===== config.mk =====
export PLATFORM = sky130hd
export DESIGN_NAME = status_flag_bank_logic
export DESIGN_NICKNAME = d
export VERILOG_FILES = /design/src/logic/bit_operand_addr.v /design/src/logic/status_flag_bank_logic.v
export VERILOG_INCLUDE_DIRS = /design/src /design/src/logic
export SDC_FILE = /design/constraint.sdc
export NUM_CORES = 1
export LEC_CHECK = 0
export ABC_AREA = 1
export BUFFER_PORTS_ARGS = -buffer_cell sky130_fd_sc_hd__buf_2
export CORE_MARGIN = 8
export CORE_UTILIZATION = 44
export DETAILED_ROUTE_END_ITERATION = 8
export GPL_TIMING_DRIVEN = 0
export PLACE_DENSITY = 0.89
export SLEW_MARGIN = 20
export SYNTH_ARGS = -nofsm -noshare
export SYNTH_HDL_FRONTEND = slang
export SYNTH_SLANG_ARGS = --single-unit

===== constraint.sdc =====
create_clock -name i_sys_clk -period 4.3 [get_ports i_sys_clk]
set_input_delay 1.075 -clock i_sys_clk [delete_from_list [all_inputs] [get_ports i_sys_clk]]
set_output_delay 1.075 -clock i_sys_clk [all_outputs]
set_load 0.02 [all_outputs]

===== src/logic/status_flag_consts.vh =====
// Constants for the status-word flag bank: offsets, bit positions, opcodes, states
`ifndef STATUS_FLAG_CONSTS_VH
`define STATUS_FLAG_CONSTS_VH

`define SW_LOW_ADDR        12'hfb0
`define SW_HIGH_ADDR       12'hfb1
`define SW_REG_BANK_EN_BIT 0
`define SW_MEM_BANK_EN_BIT 1
`define SW_CARRY_BIT       3
`define SW_SKIP_LOW_BIT    0
`define SW_SKIP_HIGH_BIT   2
`define VEC_REG_BANK_EN_BIT 6
`define VEC_MEM_BANK_EN_BIT 7
`define RESET_VEC_ADDR     12'h000
`define BANK15_SEL         4'hf
`define BANK0_SEL          4'h0
`define DIRECT_HIGH_LIMIT  8'h80
`define REG_BANK_SEL_RESET 4'h0
`define MEM_BANK_SEL_RESET 4'h0

`define OP_NONE            4'h0
`define OP_ADC             4'h1
`define OP_SUB_BORROW      4'h2
`define OP_SET_C           4'h3
`define OP_CLR_C           4'h4
`define OP_INV_C           4'h5
`define OP_TEST_C          4'h6
`define OP_LD_C_FROM_BIT   4'h7
`define OP_LD_BIT_FROM_C   4'h8
`define OP_ROT_RIGHT       4'h9
`define OP_BIT_AND         4'ha
`define OP_BIT_OR          4'hb
`define OP_BIT_XOR         4'hc
`define OP_INT_ENTRY       4'hd
`define OP_INT_RETURN      4'he

`define AM_DIRECT          2'h0
`define AM_L_INDIRECT      2'h1
`define AM_H_PLUS_DA       2'h2

`define ST_RUN             2'h0
`define ST_POWER_DOWN      2'h1
`define ST_RESET_FETCH     2'h2

`endif


===== src/logic/bit_operand_addr.v =====
// Bit operand address former for carry instructions
`timescale 1ns/1ps
`include "status_flag_consts.vh"

module bit_operand_addr (
	input  wire [1:0]  i_mode,
	input  wire [11:0] i_direct_addr,
	input  wire [1:0]  i_direct_bit,
	input  wire [3:0]  i_l_reg,
	input  wire [3:0]  i_h_reg,
	input  wire [3:0]  i_offset,
	input  wire [7:0]  i_l_base,
	output reg  [11:0] o_addr,
	output reg  [1:0]  o_bit
);
	// L indirect: L[3:2] picks the word, L[1:0] the bit, from a 4-word base
	always @* begin
		case (i_mode)
		`AM_DIRECT: begin
			o_addr = i_direct_addr;
			o_bit  = i_direct_bit;
		end
		`AM_L_INDIRECT: begin
			o_addr = {4'hf, i_l_base[7:2], i_l_reg[3:2]};
			o_bit  = i_l_reg[1:0];
		end
		`AM_H_PLUS_DA: begin
			o_addr = {4'h0, i_h_reg, i_offset};
			o_bit  = i_direct_bit;
		end
		default: begin
			o_addr = i_direct_addr;
			o_bit  = i_direct_bit;
		end
		endcase
	end
endmodule // bit_operand_addr


===== src/logic/status_flag_bank_logic.v =====
// Status-word flag bank: register bank enable, skip flags, carry, bank mapping
//
// How it works
// - Bank enable set: working register bank is select bits 1:0, banks 0 to 3.
// - Bank enable clear: working register bank is always bank 0.
// - Internal reset loads bank enable from bit 6 of program byte 0000H.
// - Vectored interrupt loads bank enable from vector entry bit 6 in the cycle the old one is pushed.
// - Bank enable pushed on interrupt entry, popped back to FB0H.0 on return.
// - Three skip flags follow execution, held at FB1H.0 to FB1H.2.
// - Skip flags readable only by 8-bit status read, never written directly.
// - Carry sits at FB1H.3, acting as arithmetic carry and Boolean accumulator.
// - Add/subtract with carry sets carry on overflow or borrow, else clears.
// - Reset during power-down keeps carry; so does any other reset, as reset never loads it.
// - Only listed instructions change carry; its bit writes spare other bits.
// - Set, clear and invert carry operations are provided.
// - Carry test skips the next instruction when carry is one.
// - Bit move copies carry to a memory bit or a memory bit to carry.
// - Rotate right through carry: bit 0 to carry, old carry to bit 3.
// - Bit AND, OR, XOR combine a memory bit with carry into carry.
// - Carry saved on interrupt entry and restored by interrupt return.
// - Bit operands: direct, L-register indirect, H base plus offset.
// - Memory bank enable clear: direct 80H and up to bank 15, else bank 0.
// - Register bank select is 4 bits, cleared by reset, saved with bank byte.
// - Status word reachable regardless of the memory bank enable value.
`timescale 1ns/1ps
`include "status_flag_consts.vh"

module status_flag_bank_logic (
	input  wire        i_sys_clk,
	input  wire        i_resetn,
	input  wire        i_power_down,
	input  wire [3:0]  i_op,
	input  wire        i_op_valid,
	input  wire [3:0]  i_alu_a,
	input  wire [3:0]  i_alu_b,
	input  wire        i_mem_bit,
	input  wire [1:0]  i_bit_mode,
	input  wire [11:0] i_bit_direct_addr,
	input  wire [1:0]  i_bit_direct_num,
	input  wire [3:0]  i_l_reg,
	input  wire [3:0]  i_h_reg,
	input  wire [3:0]  i_bit_offset,
	input  wire [7:0]  i_l_base,
	input  wire [7:0]  i_rom_data,
	input  wire        i_vector_valid,
	input  wire [2:0]  i_skip_next,
	input  wire        i_skip_update,
	input  wire [7:0]  i_pop_status,
	input  wire [7:0]  i_pop_bank_byte,
	input  wire        i_pop_bank_valid,
	input  wire        i_push_bank_req,
	input  wire [3:0]  i_reg_bank_sel_value,
	input  wire        i_reg_bank_sel_load,
	input  wire [3:0]  i_mem_bank_sel_value,
	input  wire        i_mem_bank_sel_load,
	input  wire [11:0] i_wr_addr,
	input  wire [1:0]  i_wr_bit,
	input  wire        i_wr_bit_data,
	input  wire        i_wr_bit_en,
	input  wire [7:0]  i_direct_addr,
	output reg  [11:0] o_rom_addr,
	output wire        o_rom_req,
	output reg  [1:0]  o_work_bank,
	output reg  [3:0]  o_alu_result,
	output reg  [3:0]  o_rot_result,
	output reg         o_skip_next_insn,
	output reg         o_mem_bit_we,
	output reg         o_mem_bit_data,
	output wire [11:0] o_mem_bit_addr,
	output wire [1:0]  o_mem_bit_num,
	output reg  [7:0]  o_push_status,
	output reg         o_push_valid,
	output reg  [7:0]  o_push_bank_byte,
	output wire [7:0]  o_status_word,
	output reg  [11:0] o_mapped_addr,
	output wire        o_register_bank_enable,
	output wire        o_memory_bank_enable
);
	reg        register_bank_enable_r;
	reg        memory_bank_enable_r;
	reg        carry_r;
	reg        carry_nxt;
	reg [2:0]  skip_flags_r;
	reg [1:0]  int_status_r;
	reg [3:0]  register_bank_select_r;
	reg [3:0]  memory_bank_select_r;
	reg [1:0]  state_r;
	reg [4:0]  sum;
	wire       exec;

	assign exec     = i_op_valid && (state_r == `ST_RUN);
	assign o_rom_req = (state_r == `ST_RESET_FETCH);

	////////////////////////////////////////////////////////////////////////
	// Operand address former
	bit_operand_addr u_bit_addr (
		.i_mode        (i_bit_mode),
		.i_direct_addr (i_bit_direct_addr),
		.i_direct_bit  (i_bit_direct_num),
		.i_l_reg       (i_l_reg),
		.i_h_reg       (i_h_reg),
		.i_offset      (i_bit_offset),
		.i_l_base      (i_l_base),
		.o_addr        (o_mem_bit_addr),
		.o_bit         (o_mem_bit_num)
	);

	////////////////////////////////////////////////////////////////////////
	// Status word view; an 8-bit read is the only path to the skip flags
	assign o_status_word = {int_status_r, memory_bank_enable_r, register_bank_enable_r,
		carry_r, skip_flags_r};
	assign o_register_bank_enable = register_bank_enable_r;
	assign o_memory_bank_enable   = memory_bank_enable_r;

	////////////////////////////////////////////////////////////////////////
	// Working bank and direct address mapping
	always @* begin
		if (register_bank_enable_r)
			o_work_bank = register_bank_select_r[1:0];
		else
			o_work_bank = 2'h0;
	end

	always @* begin
		if (memory_bank_enable_r)
			o_mapped_addr = {memory_bank_select_r, i_direct_addr};
		else if (i_direct_addr >= `DIRECT_HIGH_LIMIT)
			o_mapped_addr = {`BANK15_SEL, i_direct_addr};
		else
			o_mapped_addr = {`BANK0_SEL, i_direct_addr};
	end

	////////////////////////////////////////////////////////////////////////
	// Carry next value
	always @* begin
		carry_nxt = carry_r;
		sum       = 5'h00;
		if (i_op == `OP_ADC)
			sum = {1'b0, i_alu_a} + {1'b0, i_alu_b} + {4'h0, carry_r};
		else if (i_op == `OP_SUB_BORROW)
			sum = {1'b0, i_alu_a} - {1'b0, i_alu_b} - {4'h0, carry_r};
		if (exec) begin
			case (i_op)
			`OP_ADC, `OP_SUB_BORROW: carry_nxt = sum[4];
			`OP_SET_C:             carry_nxt = 1'b1;
			`OP_CLR_C:             carry_nxt = 1'b0;
			`OP_INV_C:             carry_nxt = ~carry_r;
			`OP_LD_C_FROM_BIT:     carry_nxt = i_mem_bit;
			`OP_ROT_RIGHT:         carry_nxt = i_alu_a[0];
			`OP_BIT_AND:           carry_nxt = carry_r & i_mem_bit;
			`OP_BIT_OR:            carry_nxt = carry_r | i_mem_bit;
			`OP_BIT_XOR:           carry_nxt = carry_r ^ i_mem_bit;
			`OP_INT_RETURN:        carry_nxt = i_pop_status[`SW_CARRY_BIT];
			default:               carry_nxt = carry_r;
			endcase
			// A 1-bit write to the carry position only touches carry
			if (i_wr_bit_en && i_wr_addr == `SW_HIGH_ADDR && i_wr_bit == 2'd3)
				carry_nxt = i_wr_bit_data;
		end
	end

	////////////////////////////////////////////////////////////////////////
	// Flag registers
	always @(posedge i_sys_clk) begin
		if (!i_resetn) begin
			// Carry keeps its value: reset leaves it as it was
			register_bank_enable_r <= 1'b0;
			memory_bank_enable_r   <= 1'b0;
			skip_flags_r           <= 3'h0;
			int_status_r           <= 2'h0;
			register_bank_select_r <= `REG_BANK_SEL_RESET;
			memory_bank_select_r   <= `MEM_BANK_SEL_RESET;
			state_r                <= `ST_RESET_FETCH;
			o_rom_addr             <= `RESET_VEC_ADDR;
			o_alu_result           <= 4'h0;
			o_rot_result           <= 4'h0;
			o_skip_next_insn       <= 1'b0;
			o_mem_bit_we           <= 1'b0;
			o_mem_bit_data         <= 1'b0;
			o_push_status          <= 8'h00;
			o_push_valid           <= 1'b0;
			o_push_bank_byte       <= 8'h00;
		end else begin
			o_skip_next_insn <= 1'b0;
			o_mem_bit_we     <= 1'b0;
			o_push_valid     <= 1'b0;
			carry_r          <= carry_nxt;
			case (state_r)
			`ST_RESET_FETCH: begin
				// Strap-like load after reset release, from program byte 0000H
				register_bank_enable_r <= i_rom_data[`VEC_REG_BANK_EN_BIT];
				memory_bank_enable_r   <= i_rom_data[`VEC_MEM_BANK_EN_BIT];
				state_r <= i_power_down ? `ST_POWER_DOWN : `ST_RUN;
			end
			`ST_POWER_DOWN: begin
				if (!i_power_down)
					state_r <= `ST_RUN;
			end
			`ST_RUN: begin
				if (i_power_down)
					state_r <= `ST_POWER_DOWN;
			end
			default: state_r <= `ST_RUN;
			endcase
			if (exec) begin
				if (i_skip_update)
					skip_flags_r <= i_skip_next;
				o_alu_result <= sum[3:0];
				if (i_op == `OP_ROT_RIGHT)
					o_rot_result <= {carry_r, i_alu_a[3:1]};
				if (i_op == `OP_TEST_C)
					o_skip_next_insn <= carry_r;
				if (i_op == `OP_LD_BIT_FROM_C) begin
					o_mem_bit_we   <= 1'b1;
					o_mem_bit_data <= carry_r;
				end
				if (i_op == `OP_INT_ENTRY) begin
					o_push_status <= o_status_word;
					o_push_valid  <= 1'b1;
					o_push_bank_byte <= {memory_bank_select_r, register_bank_select_r};
					int_status_r  <= int_status_r + 2'h1;
					if (i_vector_valid) begin
						register_bank_enable_r <= i_rom_data[`VEC_REG_BANK_EN_BIT];
						memory_bank_enable_r   <= i_rom_data[`VEC_MEM_BANK_EN_BIT];
					end
				end else if (i_op == `OP_INT_RETURN) begin
					// The popped word is the 8-bit view: the low-address nibble sits on top
					register_bank_enable_r <= i_pop_status[`SW_REG_BANK_EN_BIT + 4];
					memory_bank_enable_r   <= i_pop_status[`SW_MEM_BANK_EN_BIT + 4];
					int_status_r           <= i_pop_status[7:6];
				end else if (i_wr_bit_en && i_wr_addr == `SW_LOW_ADDR) begin
					// Bit writes at the low word; skip flag positions never change here
					case (i_wr_bit)
					2'd0: register_bank_enable_r <= i_wr_bit_data;
					2'd1: memory_bank_enable_r   <= i_wr_bit_data;
					2'd2: int_status_r[0]        <= i_wr_bit_data;
					default: int_status_r[1]     <= i_wr_bit_data;
					endcase
				end
				if (i_push_bank_req)
					o_push_bank_byte <= {memory_bank_select_r, register_bank_select_r};
				if (i_pop_bank_valid) begin
					register_bank_select_r <= i_pop_bank_byte[3:0];
					memory_bank_select_r   <= i_pop_bank_byte[7:4];
				end else begin
					if (i_reg_bank_sel_load)
						register_bank_select_r <= i_reg_bank_sel_value;
					if (i_mem_bank_sel_load)
						memory_bank_select_r <= i_mem_bank_sel_value;
				end
			end
		end
	end
endmodule // status_flag_bank_logic


Word-level counts from Yosys, hierarchy flattened
Index checks and enable logic that the tools add are counted.
{ "op_classes": {"add_sub_neg": 5, "mul": 0, "n_div": 0, "n_lt_le_gt_ge": 1, "eq_ne": 26, "n_shift": 0, "n_mux": 40, "n_bitwise": 4, "n_reduce_logical": 27} }
{ "ops": {"columns": ["op", "n"], "rows": [
  ["$eq 4x4->1 const B", 7],
  ["$eq 12x12->1 const B", 2],
  ["$mux 12", 2],
  ["$pmux 12 s2", 1],
  ["$mux 1", 20],
  ["$reduce_and 2->1", 9],
  ["$eq 4x3->1 const B", 4],
  ["$mux 4", 4],
  ["$mux 8", 2],
  ["$mux 2", 7],
  ["$reduce_and 3->1", 4],
  ["$reduce_bool 11->1", 1],
  ["$mux 5", 2],
  ["$pmux 1 s10", 1],
  ["$eq 2x2->1 const B", 4],
  ["$eq 4x2->1 const B", 2],
  ["$ge 8x8->1 const B", 1],
  ["$eq 2x1->1 const B", 3],
  ["$pmux 2 s3", 1],
  ["$reduce_bool 2->1", 3],
  ["$reduce_bool 3->1", 2],
  ["$add 4x4->5", 1],
  ["$add 5x1->5", 1],
  ["$sub 4x4->5", 1],
  ["other kinds (13)", 18]
]} }
{ "word_totals": {"reg_bits": 46, "latchBits": 0, "ramBits": 0, "romBits": 0, "in_bits": 118, "output_inout_bits": 79, "mem_count": 0} }

Longest topological paths before layout
Gate-level depths: netlist (run 1).
{ "depth": {"depth_word": 7, "ltp_mapped": 14} }

By module
From an unflattened synthesis (run 1), not the netlist that was laid out.
{ "unflattened": {"cells_unflattened": 462, "area_unflattened_um2": 3129.3} }
{ "modules_own_cells": {"columns": ["mod", "instances", "cells_per_inst", "area_per_inst_um2", "seq_area_each_um2"], "rows": [
  ["status_flag_bank_logic", 1, 406, 2857.7, 930.9],
  ["bit_operand_addr", 1, 56, 271.5, 0.0]
]} }

Worst setup path before layout (run 1)
OpenSTA, ideal clock, no wires.
{ "synth_path": {"kind": "input to register", "start": "in i_alu_a[0]", "end": "reg carry_r, data pin", "t_arrival_ns": 3.105, "required_time_ns": 4.047, "setup_slack_ns": 0.942, "stages": 14, "path_buffers": 0, "cell_sequence": "inv_1 -> fa_1 -> inv_1 -> ha_1 -> or2_2 -> fa_1 -> inv_1 -> nand2_1 -> a21oi_1 -> nand2_1 -> nand3_1 -> nand3_1 -> nand3_1 -> nand2_1"} }
{ "synth_between": {"elab_chain_cells": 6, "word_cells_on_any_way": 8, "classes_between": "add/sub (4); mux (4)"} }
{ "synth_lines": {"columns": ["item", "line", "source"], "rows": [
  ["from (decl)", "status_flag_bank_logic.v:34", "input wire [3:0] i_alu_a,"],
  ["$sub 4x4->5", "status_flag_bank_logic.v:141", "sum = {1'b0, i_alu_a} - {1'b0, i_alu_b} - {4'h0, carry_r};"],
  ["$sub 5x1->5", "status_flag_bank_logic.v:141", null],
  ["$mux 5", "status_flag_bank_logic.v:140", "else if (i_op == `OP_SUB_BORROW)"],
  ["$mux 5", "status_flag_bank_logic.v:138", "if (i_op == `OP_ADC)"],
  ["$pmux 1 s10 *", "status_flag_bank_logic.v:143", "case (i_op)"],
  ["$mux 1 *", "status_flag_bank_logic.v:157", "if (i_wr_bit_en && i_wr_addr == `SW_HIGH_ADDR && i_wr_bit == 2'd3)"],
  ["to (signal assigned)", "status_flag_bank_logic.v:187", "carry_r <= carry_nxt;"],
  ["to (decl)", "status_flag_bank_logic.v:81", "reg carry_r;"]
]} }
Every way passes the cells marked *; elsewhere a longest branch is shown, timed or not.
A chain may end at the register's enable or synchronous reset.

Worst setup path in the final report (run 1)
{ "layout_path": {"start": "in i_bit_mode[0]", "end": "out o_mem_bit_addr[1]"} }
{ "layout_between": {"elab_chain_cells": 2, "word_cells_on_any_way": 3, "classes_between": "eq/ne (2); mux (1)"} }
{ "layout_lines": {"columns": ["item", "line", "source"], "rows": [
  ["from (decl)", "status_flag_bank_logic.v:37", "input wire [1:0] i_bit_mode,"],
  ["$eq 2x2->1 / $eq 2x1->1 (equally long branches)", "bit_operand_addr.v:18", "case (i_mode)"],
  ["$pmux 12 s2 *", "bit_operand_addr.v:18", null],
  ["to (decl)", "status_flag_bank_logic.v:69", "output wire [11:0] o_mem_bit_addr,"]
]} }
Marks and branches as above.

==> run metrics, run 1 <==
outcome complete, no violations; proportion of synthesized chip area in sequential cells 29.1%; cell row count 31; GP Congestion 0.858; summed area of non-filler cells in the final layout ~4300 um^2; crit start category input port; Cells on Worst Hold Path 1; horizontal die dimension 101 um; number of H-tree levels 2; minimum hold slack 460 ps; Gates resized, CTS repair 0; CP arrival 2360 ps; post-synth cell types 39; vias in the first global route 3,739; Die Footprint 10,200 um^2; average wire length per cell after detail routing 13.9 um; kind of path behind the tightest hold check register to register; biggest area contributors in the synthesized netlist sky130_fd_sc_hd__dfxtp_1 (28%), sky130_fd_sc_hd__nand2_1 (12%), sky130_fd_sc_hd__inv_1 (8.3%); instance area at placement 4190 um^2; count of hold buffers inserted by post-cts repair 0; compound-gate portion of the synthesized area 17.2%; net total in the final layout 794; count of endpoints failing hold in the final timing report 0; mux contribution to synthesized area under 10%; flip-flop and latch area between 900 and 1000 um^2; final design utilization around 60%; Skew-Pair Late Insertion Delay 290 ps; end point of the worst hold path state_r[0]$_SDFFE_PN0P_; number of cells on the worst reg-to-reg path 14; main combinational cell family by area after synthesis simple AND/OR/NAND/NOR gates; top cell type's share of synthesized area 28.2%; number of nets with antenna violations after detailed routing 0; clock tree buffer depth 2; list of cells traversed by the critical path buf_2 -> inv_1 -> ha_1 -> inv_1 -> nand2_1 -> inv_1 -> nand2_1 -> nand3_1 -> buf_2; Clock Pin Slew Worst Setup and Hold Paths 90 ps; drt first-iter violations 161; All-Layer GR Usage 19.8%; pin slew with the least headroom to its limit 561 ps; number of optimization iterations in the first detailed-route pass 5; CP Max Fanout 8; CTS tree yes; capturing element type of the critical path output port; number of DRC violations after detailed routing 0; register-to-register path setup slack 1310 ps; final period demand of the worst path about 3400 ps; number of buffer cells added on primary ports 165; top achievable clock speed 0.291 GHz; post-synthesis sequential element count 46; simple-gate share of the synthesized area between 20 and 30%; startpoint of the most critical hold path state_r[1]$_SDFFE_PN1P_; share of layout cells above drive strength 1 34.2%; Top Family by Delay on Critical Path buffers and inverters; Initial Util 44.8%; leakage power summed over all cells 2.43 nW; pin count of the biggest net entering global routing 15; first-pass GRT wire length 16,800 um; cell type contributing the most total cell area after synthesis sky130_fd_sc_hd__dfxtp_1; reg2reg start carry_r$_DFFE_PP_; worst reg2reg endpoint carry_r$_DFFE_PP_; most frequent cells in the layout sky130_fd_sc_hd__buf_2 (166), sky130_fd_sc_hd__nand2_1 (104), sky130_fd_sc_hd__inv_1 (71), sky130_fd_sc_hd__dfxtp_1 (45), sky130_fd_sc_hd__nor2_1 (42); accumulated negative setup slack 0 ps; final worst-path cycle share 79.8%; detailed placement HPWL 8960 um; xor and xnor fraction of the mapped netlist area 0.548%; count of maximum capacitance violations 0; floorplan core area roughly 7100 um^2; mean instance size in the synthesized netlist 6.71 um^2; initial antenna violation count 0; number of top-level pins a little under 200; detail-routed via count per cell 4.83; setup repair after global routing missed its margin no; final routed wirelength across all metal layers 10,600 um; number of buffers created by CTS 5; Filler Cells Inserted 727; number of warnings issued by yosys 0; cell with the most instances on the worst path sky130_fd_sc_hd__inv_1; Synth Area in Adders around 7.6%; count of mapped cells out of synthesis 476; CTS Root Cell sky130_fd_sc_hd__clkbuf_8; power density of the placed cells 249 nW/um^2; die boundary height 101 um; area of the multi-input gates 1790 um^2; Crit-path slowest cell sky130_fd_sc_hd__ha_1; Synth Flop Type sky130_fd_sc_hd__dfxtp_1; P&R area growth vs syn 34.0%; CTS sink count 46; most common library cell in the layout ignoring fill and taps sky130_fd_sc_hd__buf_2; area of the mapped netlist 3190 um^2; overall via count from detail_route 3,664; count of endpoints failing setup in the final report 0; Layout Skew 7.57 ps; number of inserted diodes 0; tightest slew margin relative to the limit between 60 and 70%; Post-CTS Setup Bufs 0; category of the critical setup timing path input port to output port; critical path's largest stage delay 330 ps; worst-case vdd ir drop approximately 220 uV; required time at the endpoint of the critical path 3220 ps; Overflow after GRT 0; fraction of synthesis flops using an asynchronous set or reset pin 0%; max-slew violation count 0; EDFF count, synth 1; Bufs and invs on worst path 5
==> worst reg2reg max path: stages (launching register included) <==
cell                       delay [ps]
sky130_fd_sc_hd__edfxtp_1         450
sky130_fd_sc_hd__inv_1            160
sky130_fd_sc_hd__fa_1             540
sky130_fd_sc_hd__inv_1             70
sky130_fd_sc_hd__ha_1             170
sky130_fd_sc_hd__or2_2            310
sky130_fd_sc_hd__fa_1             390
sky130_fd_sc_hd__inv_1             90
sky130_fd_sc_hd__nand2_1           60
sky130_fd_sc_hd__a21oi_1          140
sky130_fd_sc_hd__nand2_1           70
sky130_fd_sc_hd__nand3_1           80
sky130_fd_sc_hd__nand3_1           90
sky130_fd_sc_hd__nand3_1           90
sky130_fd_sc_hd__nand2_1           50
==> metrics by stage <==
| stage | worst slack, ps | total power, W | cells |
|---|---|---|---|
| floorplan | 942 | 0.000671 | 487 |
| global placement | 714 | 0.000783 | 751 |
| detailed placement | 642 | 0.000794 | 751 |
| CTS | 881 | 0.00107 | 759 |
| global route | 727 | 0.00113 | 759 |
| finish | 866 | 0.00107 | 759 |
==> synthesized netlist by cell type, drive strengths merged (3+ instances only) <==
library cell,instances
a22oi,3
nand3,32
or2,5
buf,28
nor2,47
mux2,5
dfxtp,45
o21ai,45
nand2,107
o21bai,3
a21oi,41
nand4,4
inv,74
ha,13
fa,4
o21a,5
clkbuf,6
==> worst max path at each step <==
stage                              from                 to  slack (ps)  cells past startpoint
after floorplan              i_alu_a[0]  carry_r$_DFFE_PP_         940                     14
after global routing         i_alu_a[0]  carry_r$_DFFE_PP_         730                     15
after global placement       i_alu_a[0]  carry_r$_DFFE_PP_         710                     15
final                     i_bit_mode[0]  o_mem_bit_addr[1]         870                      9
after detailed placement     i_alu_a[0]  carry_r$_DFFE_PP_         640                     15
after CTS                 i_bit_mode[0]  o_mem_bit_addr[1]         880                      9
==> state kept, by name, summed over array words and instances (netlist names) <==
register                flops
register_bank_select_r      4
int_status_r                2
o_skip_next_insn            1
o_push_status               8
carry_r                     1
o_alu_result                4
o_push_valid                1
state_r                     2
o_mem_bit_data              1
memory_bank_select_r        4
o_mem_bit_we                1
o_register_bank_enable      1
o_memory_bank_enable        1
skip_flags_r                3
o_rot_result                4
o_push_bank_byte            8
==> cell type report <==
cell class	count	share of cell area, %
multi-input combinational	333	41.7
sequential	46	21.7
timing repair buffer	165	19.3
inverter	74	6.55
buffer	34	5.55
tap	99	2.89
clock buffer	7	2.02
clock inverter	1	0.205
==> per-layer routing <==
layer	GRT usage, %	wire length [um]	up-vias
met1	22.2	4160	1652
met3	4.19	859	14
met5	0	0	-
li1	-	-	1844
met2	36.1	5360	154
met4	6.19	186	0
==> cells by family after synthesis <==
logic type / after synthesis
flip-flops: 46
buffers and inverters: 108
multiplexers: 6
XOR/XNOR: 2
adder cells (fa/ha/maj): 17
AO/OA/AOI/OAI: 100
AND/OR/NAND/NOR: 196
other: 1
==> where the power goes <==
group | internal [W] | switching [W]
Combinational | 0.000132 | 0.000199
Clock | 0.000133 | 0.000149
Sequential | 0.000444 | 0.0000102
Total | 0.000709 | 0.000358
No activity file was read; power rests on OpenSTA's default activity.
==> run 2: changes to the inputs <==
--- a/config.mk
+++ b/config.mk
@@ -6,13 +6,13 @@
 export SDC_FILE = /design/constraint.sdc
 export NUM_CORES = 1
 export LEC_CHECK = 0
-export ABC_AREA = 1
+export ABC_AREA = 0
 export BUFFER_PORTS_ARGS = -buffer_cell sky130_fd_sc_hd__buf_2
 export CORE_MARGIN = 8
-export CORE_UTILIZATION = 44
+export CORE_UTILIZATION = 39
 export DETAILED_ROUTE_END_ITERATION = 8
 export GPL_TIMING_DRIVEN = 0
-export PLACE_DENSITY = 0.89
+export PLACE_DENSITY = 0.84
 export SLEW_MARGIN = 20
 export SYNTH_ARGS = -nofsm -noshare
 export SYNTH_HDL_FRONTEND = slang
==> constraint.sdc (replaced) <==
create_clock -name i_sys_clk -period 3 [get_ports i_sys_clk]
set_input_delay 0.75 -clock i_sys_clk [delete_from_list [all_inputs] [get_ports i_sys_clk]]
set_output_delay 0.75 -clock i_sys_clk [all_outputs]
set_load 0.02 [all_outputs]
==> run metrics, run 2 <==
CP Max Fanout 3; number of DRC violations after detailed routing 0; startpoint of the most critical hold path state_r[0]$_SDFFE_PN0P_; horizontal die dimension 106 um; number of buffer cells added on primary ports 164; final period demand of the worst path 2910 ps; post-synthesis sequential element count 46; registers with the highest flip-flop counts o_push_bank_byte (8), o_push_status (8); crit start category input port; Layout Skew around 5.2 ps; top-count cell post-synth sky130_fd_sc_hd__dfxtp_1; GP Congestion 0.831; setup repair after global routing missed its margin no; post-synth cell types 55; proportion of synthesized chip area in sequential cells between 20% and 30%; number of nets with antenna violations after detailed routing 0; Overflow after GRT 0; most frequent cells in the layout sky130_fd_sc_hd__buf_2 (165), sky130_fd_sc_hd__dfxtp_1 (45), sky130_fd_sc_hd__nor2_1 (44), sky130_fd_sc_hd__nand2_1 (42), sky130_fd_sc_hd__mux2i_1 (39); most common library cell in the layout ignoring fill and taps sky130_fd_sc_hd__buf_2; CTS sink count 46; detail-routed via count per cell 4.99; top cell type's share of synthesized area about 29%; Clock Pin Slew Worst Setup and Hold Paths roughly 80 ps; top achievable clock speed ~0.34 GHz; CTS tree yes; fraction of synthesis flops using an asynchronous set or reset pin 0%; cell row count 32; All-Layer GR Usage 16.8%; number of optimization iterations in the first detailed-route pass 4; EDFF count, synth 1; vias in the first global route around 3,200; pin slew with the least headroom to its limit approximately 540 ps; final worst-path cycle share 97.1%; floorplan core area 7770 um^2; outcome complete, no violations; reg2reg start carry_r$_DFFE_PP_; final setup slack of the worst path about 87 ps; most numerous cell types in the synthesized netlist sky130_fd_sc_hd__dfxtp_1 (45), sky130_fd_sc_hd__nor2_1 (44), sky130_fd_sc_hd__nand2_1 (42), sky130_fd_sc_hd__mux2i_1 (39), sky130_fd_sc_hd__buf_4 (24); launching element of the worst setup path i_alu_b[0]; tightest slew margin relative to the limit 64.0%; number of buffers created by CTS 5; CP arrival around 3100 ps; number of H-tree levels 2; mean instance size in the synthesized netlist 8.36 um^2; kind of path behind the tightest hold check register to register; required time at the endpoint of the critical path roughly 3200 ps; count of maximum capacitance violations 0; Synth Flop Type sky130_fd_sc_hd__dfxtp_1; count of mapped cells out of synthesis around 370; first-pass GRT wire length ~16,000 um; Skew-Pair Late Insertion Delay around 290 ps; summed area of non-filler cells in the final layout 4260 um^2; count of endpoints failing hold in the final timing report 0; die boundary height 106 um; max-slew violation count 0; share of layout cells above drive strength 1 39.7%; area of the mapped netlist 3130 um^2; biggest area contributors in the synthesized netlist sky130_fd_sc_hd__dfxtp_1 (29%), sky130_fd_sc_hd__mux2i_1 (12%), sky130_fd_sc_hd__buf_4 (5.8%); power density of the placed cells 345 nW/um^2; initial antenna violation count 1; average wire length per cell after detail routing 15.1 um; Initial Util 40.2%; CTS Root Cell sky130_fd_sc_hd__clkbuf_8; number of top-level pins 197; worst-case vdd ir drop between 150 and 200 uV; cell type contributing the most total cell area after synthesis sky130_fd_sc_hd__dfxtp_1; accumulated negative setup slack 0 ps; count of endpoints failing setup in the final report 0; drt first-iter violations 112; detailed placement HPWL 8370 um; Die Footprint 11,100 um^2; number of warnings issued by yosys 0; count of hold buffers inserted by post-cts repair 0; P&R area growth vs syn 36.3%; clock tree buffer depth 2; placement-stage worst setup slack -285 ps; net total in the final layout 693; instance area at placement 4130 um^2; overall via count from detail_route 3,293; capturing element type of the critical path register; final routed wirelength across all metal layers 9970 um; pin count of the biggest net entering global routing 13; category of the critical setup timing path input port to register; leakage power summed over all cells 2.23 nW
-- run 2: cell count changes after synthesis, sizes merged, moves of 7 or more --
| cell | previous run | this run |
|---|---|---|
| a211oi | 0 | 8 |
| a21oi | 41 | 12 |
| a22oi | 3 | 11 |
| clkbuf | 6 | 15 |
| inv | 74 | 18 |
| mux2i | 1 | 39 |
| nand2 | 107 | 43 |
| nand2b | 0 | 7 |
| nand3 | 32 | 6 |
| o21ai | 45 | 19 |
-- run 2: logic make-up (layout without fill, tap and decap cells) --
kind of cell	count (synthesis)	in the layout	synth area share (%)
AOI/OAI and AO/OA	69	69	14.9
DFF	46	46	29.8
other	1	13	0.120
buffers and inverters	62	234	11.0
and+or+nand+nor	131	131	21.2
adders and majority gates	17	17	7.77
xor gates and xnor gates	5	5	1.40
muxes	43	43	13.9
-- run 2: layer usage --
metal | share of wire (%) | up-vias | track usage, %
li1 | - | 1638 | -
met1 | 39 | 1513 | 18.2
met2 | 50 | 132 | 30.2
met3 | 10 | 10 | 6.39
met4 | 1.1 | 0 | 3.92
met5 | 0 | - | 0
-- run 2: cell type report --
cell class                 count  area, um^2
buffer                        44         275
fill                         743        3510
antenna                        1        2.50
timing repair buffer         166         848
clock buffer                   6        82.6
inverter                      18        70.1
tap                          102         128
multi-input combinational    277        1920
sequential                    46         931
-- run 2: metrics by stage --
stage	hold slack, ps	instances	total power [W]	util, %
after floorplan	442	385	0.000946	-
after global placement	451	651	0.00109	53.2
after detailed placement	465	651	0.00111	53.2
after CTS	479	658	0.00147	54.4
after global routing	503	660	0.00155	54.8
final	475	660	0.00147	54.8
-- run 2: final timing paths --
path	slack (ps)	to	cells past startpoint
setup reg to reg	180	carry_r$_DFFE_PP_	10
setup / recovery	90	carry_r$_DFFE_PP_	12
hold reg to reg	480	state_r[0]$_SDFFE_PN0P_	1
hold / removal	480	state_r[0]$_SDFFE_PN0P_	1
-- run 2: power breakdown --
| part | internal, W | switching, W | leakage (nW) |
|---|---|---|---|
| registers | 0.000628 | 0.0000130 | 0.374 |
| clock network | 0.000178 | 0.000186 | 0.0431 |
| logic | 0.000204 | 0.000260 | 1.81 |
-- run 2: critical path, stage by stage --
cell,delay [ps]
sky130_fd_sc_hd__buf_6,80
sky130_fd_sc_hd__inv_2,30
sky130_fd_sc_hd__fa_2,600
sky130_fd_sc_hd__inv_2,40
sky130_fd_sc_hd__ha_2,160
sky130_fd_sc_hd__or2_4,230
sky130_fd_sc_hd__fa_2,350
sky130_fd_sc_hd__nand2b_4,160
sky130_fd_sc_hd__a21oi_4,160
sky130_fd_sc_hd__mux2i_1,200
sky130_fd_sc_hd__o221ai_1,150
sky130_fd_sc_hd__mux2i_1,160
-- run 2: what timing repair did --
item,4_1_cts,5_1_grt
setup endpoints to repair,1,1
setup buffers,1,1
pin swaps,1,5
gates resized for setup,0,7
==> run 3: changes to the inputs <==
--- a/config.mk
+++ b/config.mk
@@ -13,6 +13,7 @@
 export DETAILED_ROUTE_END_ITERATION = 8
 export GPL_TIMING_DRIVEN = 0
 export PLACE_DENSITY = 0.84
+export SETUP_SLACK_MARGIN = 0.4
 export SLEW_MARGIN = 20
 export SYNTH_ARGS = -nofsm -noshare
 export SYNTH_HDL_FRONTEND = slang
==> run metrics, run 3 (synthesized netlist as in run 2, its figures left out) <==
overall via count from detail_route 3,319; Die Footprint 11,100 um^2; number of H-tree levels 2; Placed Instances 651; count of maximum capacitance violations 0; All-Layer GR Usage 17.3%; outcome complete, no violations; max-slew violation count 0; first-pass GRT wire length around 16,000 um; setup repair after global routing missed its margin yes; P&R area growth vs syn 38.0%; number of buffer cells added on primary ports 164; Top Family by Delay on Critical Path adder cells; number of buffers created by CTS 5; vias in the first global route 3,365; most frequent cells in the layout sky130_fd_sc_hd__buf_2 (166), sky130_fd_sc_hd__dfxtp_1 (45), sky130_fd_sc_hd__nor2_1 (44), sky130_fd_sc_hd__nand2_1 (42), sky130_fd_sc_hd__mux2i_1 (39); pin slew with the least headroom to its limit 559 ps; Layout Skew 3.96 ps; horizontal die dimension 106 um; worst-case vdd ir drop ~180 uV; most common library cell in the layout ignoring fill and taps sky130_fd_sc_hd__buf_2; tightest slew margin relative to the limit 62.8%; CTS tree yes; CTS Root Cell sky130_fd_sc_hd__clkbuf_8; floorplan core area 7770 um^2; count of endpoints failing hold in the final timing report 0; count of endpoints failing setup in the final report 0; clock tree buffer depth 2; kind of path behind the tightest hold check register to register; net total in the final layout approximately 700; category of the critical setup timing path input port to register; accumulated negative setup slack 0 ps; crit start category input port; required time at the endpoint of the critical path 3150 ps; Bufs and invs on worst path 3; summed area of non-filler cells in the final layout about 4300 um^2; instance area at placement 4140 um^2; list of cells traversed by the critical path buf_8 -> inv_8 -> fa_2 -> inv_2 -> ha_4 -> or2_4 -> fa_2 -> nand2b_4 -> a21oi_4 -> mux2i_1 -> o221ai_1 -> mux2i_1; CP Max Fanout 3; number of optimization iterations in the first detailed-route pass 6; Clock Pin Slew Worst Setup and Hold Paths 80 ps; number of nets with antenna violations after detailed routing 0; CP arrival between 3000 and 4000 ps; die boundary height around 110 um; final worst-path cycle share 97.3%; share of layout cells above drive strength 1 between 40% and 50%; final period demand of the worst path 2920 ps; GP Congestion 0.810; detail-routed via count per cell ~5.0; number of DRC violations after detailed routing 0; leakage power summed over all cells about 2.3 nW; final design utilization 55.5%; initial antenna violation count 0; Crit-path slowest cell sky130_fd_sc_hd__fa_2; detailed placement HPWL approximately 8700 um; Design Power roughly 0.0015 W; final routed wirelength across all metal layers a little over 10,000 um; average wire length per cell after detail routing around 16 um; post-route non-filler standard cell count 662; drt first-iter violations ~120; top achievable clock speed 0.343 GHz; Overflow after GRT 0; CTS sink count 46; critical path's largest stage delay 600 ps; registers with the highest flip-flop counts o_push_bank_byte (8), o_push_status (8); pin count of the biggest net entering global routing 15; register-to-register path setup slack 150 ps; capturing element type of the critical path register; Initial Util 40.2%; number of top-level pins approximately 200; cell row count 32; Skew-Pair Late Insertion Delay 290 ps; number of inserted diodes 0; power density of the placed cells roughly 360 nW/um^2
[run 3: routing by layer]
metal / part of all wire (%) / global-route usage (%) / routed length [um]
met4: 0.14 / 2.41 / 14
met1: 37 / 17.4 / 3820
met2: 53 / 33.1 / 5500
met5: 0 / 0 / 0
met3: 9.9 / 7.13 / 1030
[run 3: worst paths after layout]
path,startpoint,endpoint,cells past startpoint
max,i_alu_b[0],carry_r$_DFFE_PP_,12
min,state_r[0]$_SDFFE_PN0P_,state_r[0]$_SDFFE_PN0P_,1
max reg2reg,carry_r$_DFFE_PP_,carry_r$_DFFE_PP_,10
min reg2reg,state_r[0]$_SDFFE_PN0P_,state_r[0]$_SDFFE_PN0P_,1
[run 3: final cells by class]
class,instances,area (um^2)
Fill cell,743,3450
Sequential cell,46,931
Tap cell,102,128
Buffer,44,280
Clock inverter,1,7.51
Inverter,18,77.6
Clock buffer,7,97.6
Multi-Input combinational cell,277,1930
Timing Repair Buffer,167,860
[run 3: worst register-to-register path, cell delays in order (launching register included)]
cell and delay (ps):
sky130_fd_sc_hd__edfxtp_1 430, sky130_fd_sc_hd__inv_1 140, sky130_fd_sc_hd__fa_2 490, sky130_fd_sc_hd__ha_1 220
sky130_fd_sc_hd__or2_4 260, sky130_fd_sc_hd__fa_2 370, sky130_fd_sc_hd__nand2b_4 160, sky130_fd_sc_hd__a21oi_4 130
sky130_fd_sc_hd__mux2i_1 200, sky130_fd_sc_hd__o221ai_1 130, sky130_fd_sc_hd__mux2i_1 170
[run 3: repair_timing]
| item | in CTS | in global routing |
|---|---|---|
| hold buffers | 0 | 0 |
| pin swaps | 4 | 4 |
| resized for setup | 7 | 8 |
| endpoints found under the setup margin | 13 | 10 |
| buffers inserted | 2 | 1 |
| gates cloned | 0 | 0 |
[run 3: where the power goes]
group	total [W]	internal [W]	switching [W]	leakage [nW]
clock	0.000419	0.000215	0.000204	0.0496
combinational	0.000475	0.000210	0.000266	1.83
sequential	0.000640	0.000628	0.0000125	0.374
[run 3: through the flow]
step / worst slack, ps / hold slack [ps]
final: 81.7 / 475
after global routing: 13.4 / 506
after CTS: 52.1 / 478
after detailed placement: -321 / 466
after global placement: -303 / 453
after floorplan: 45.7 / 442
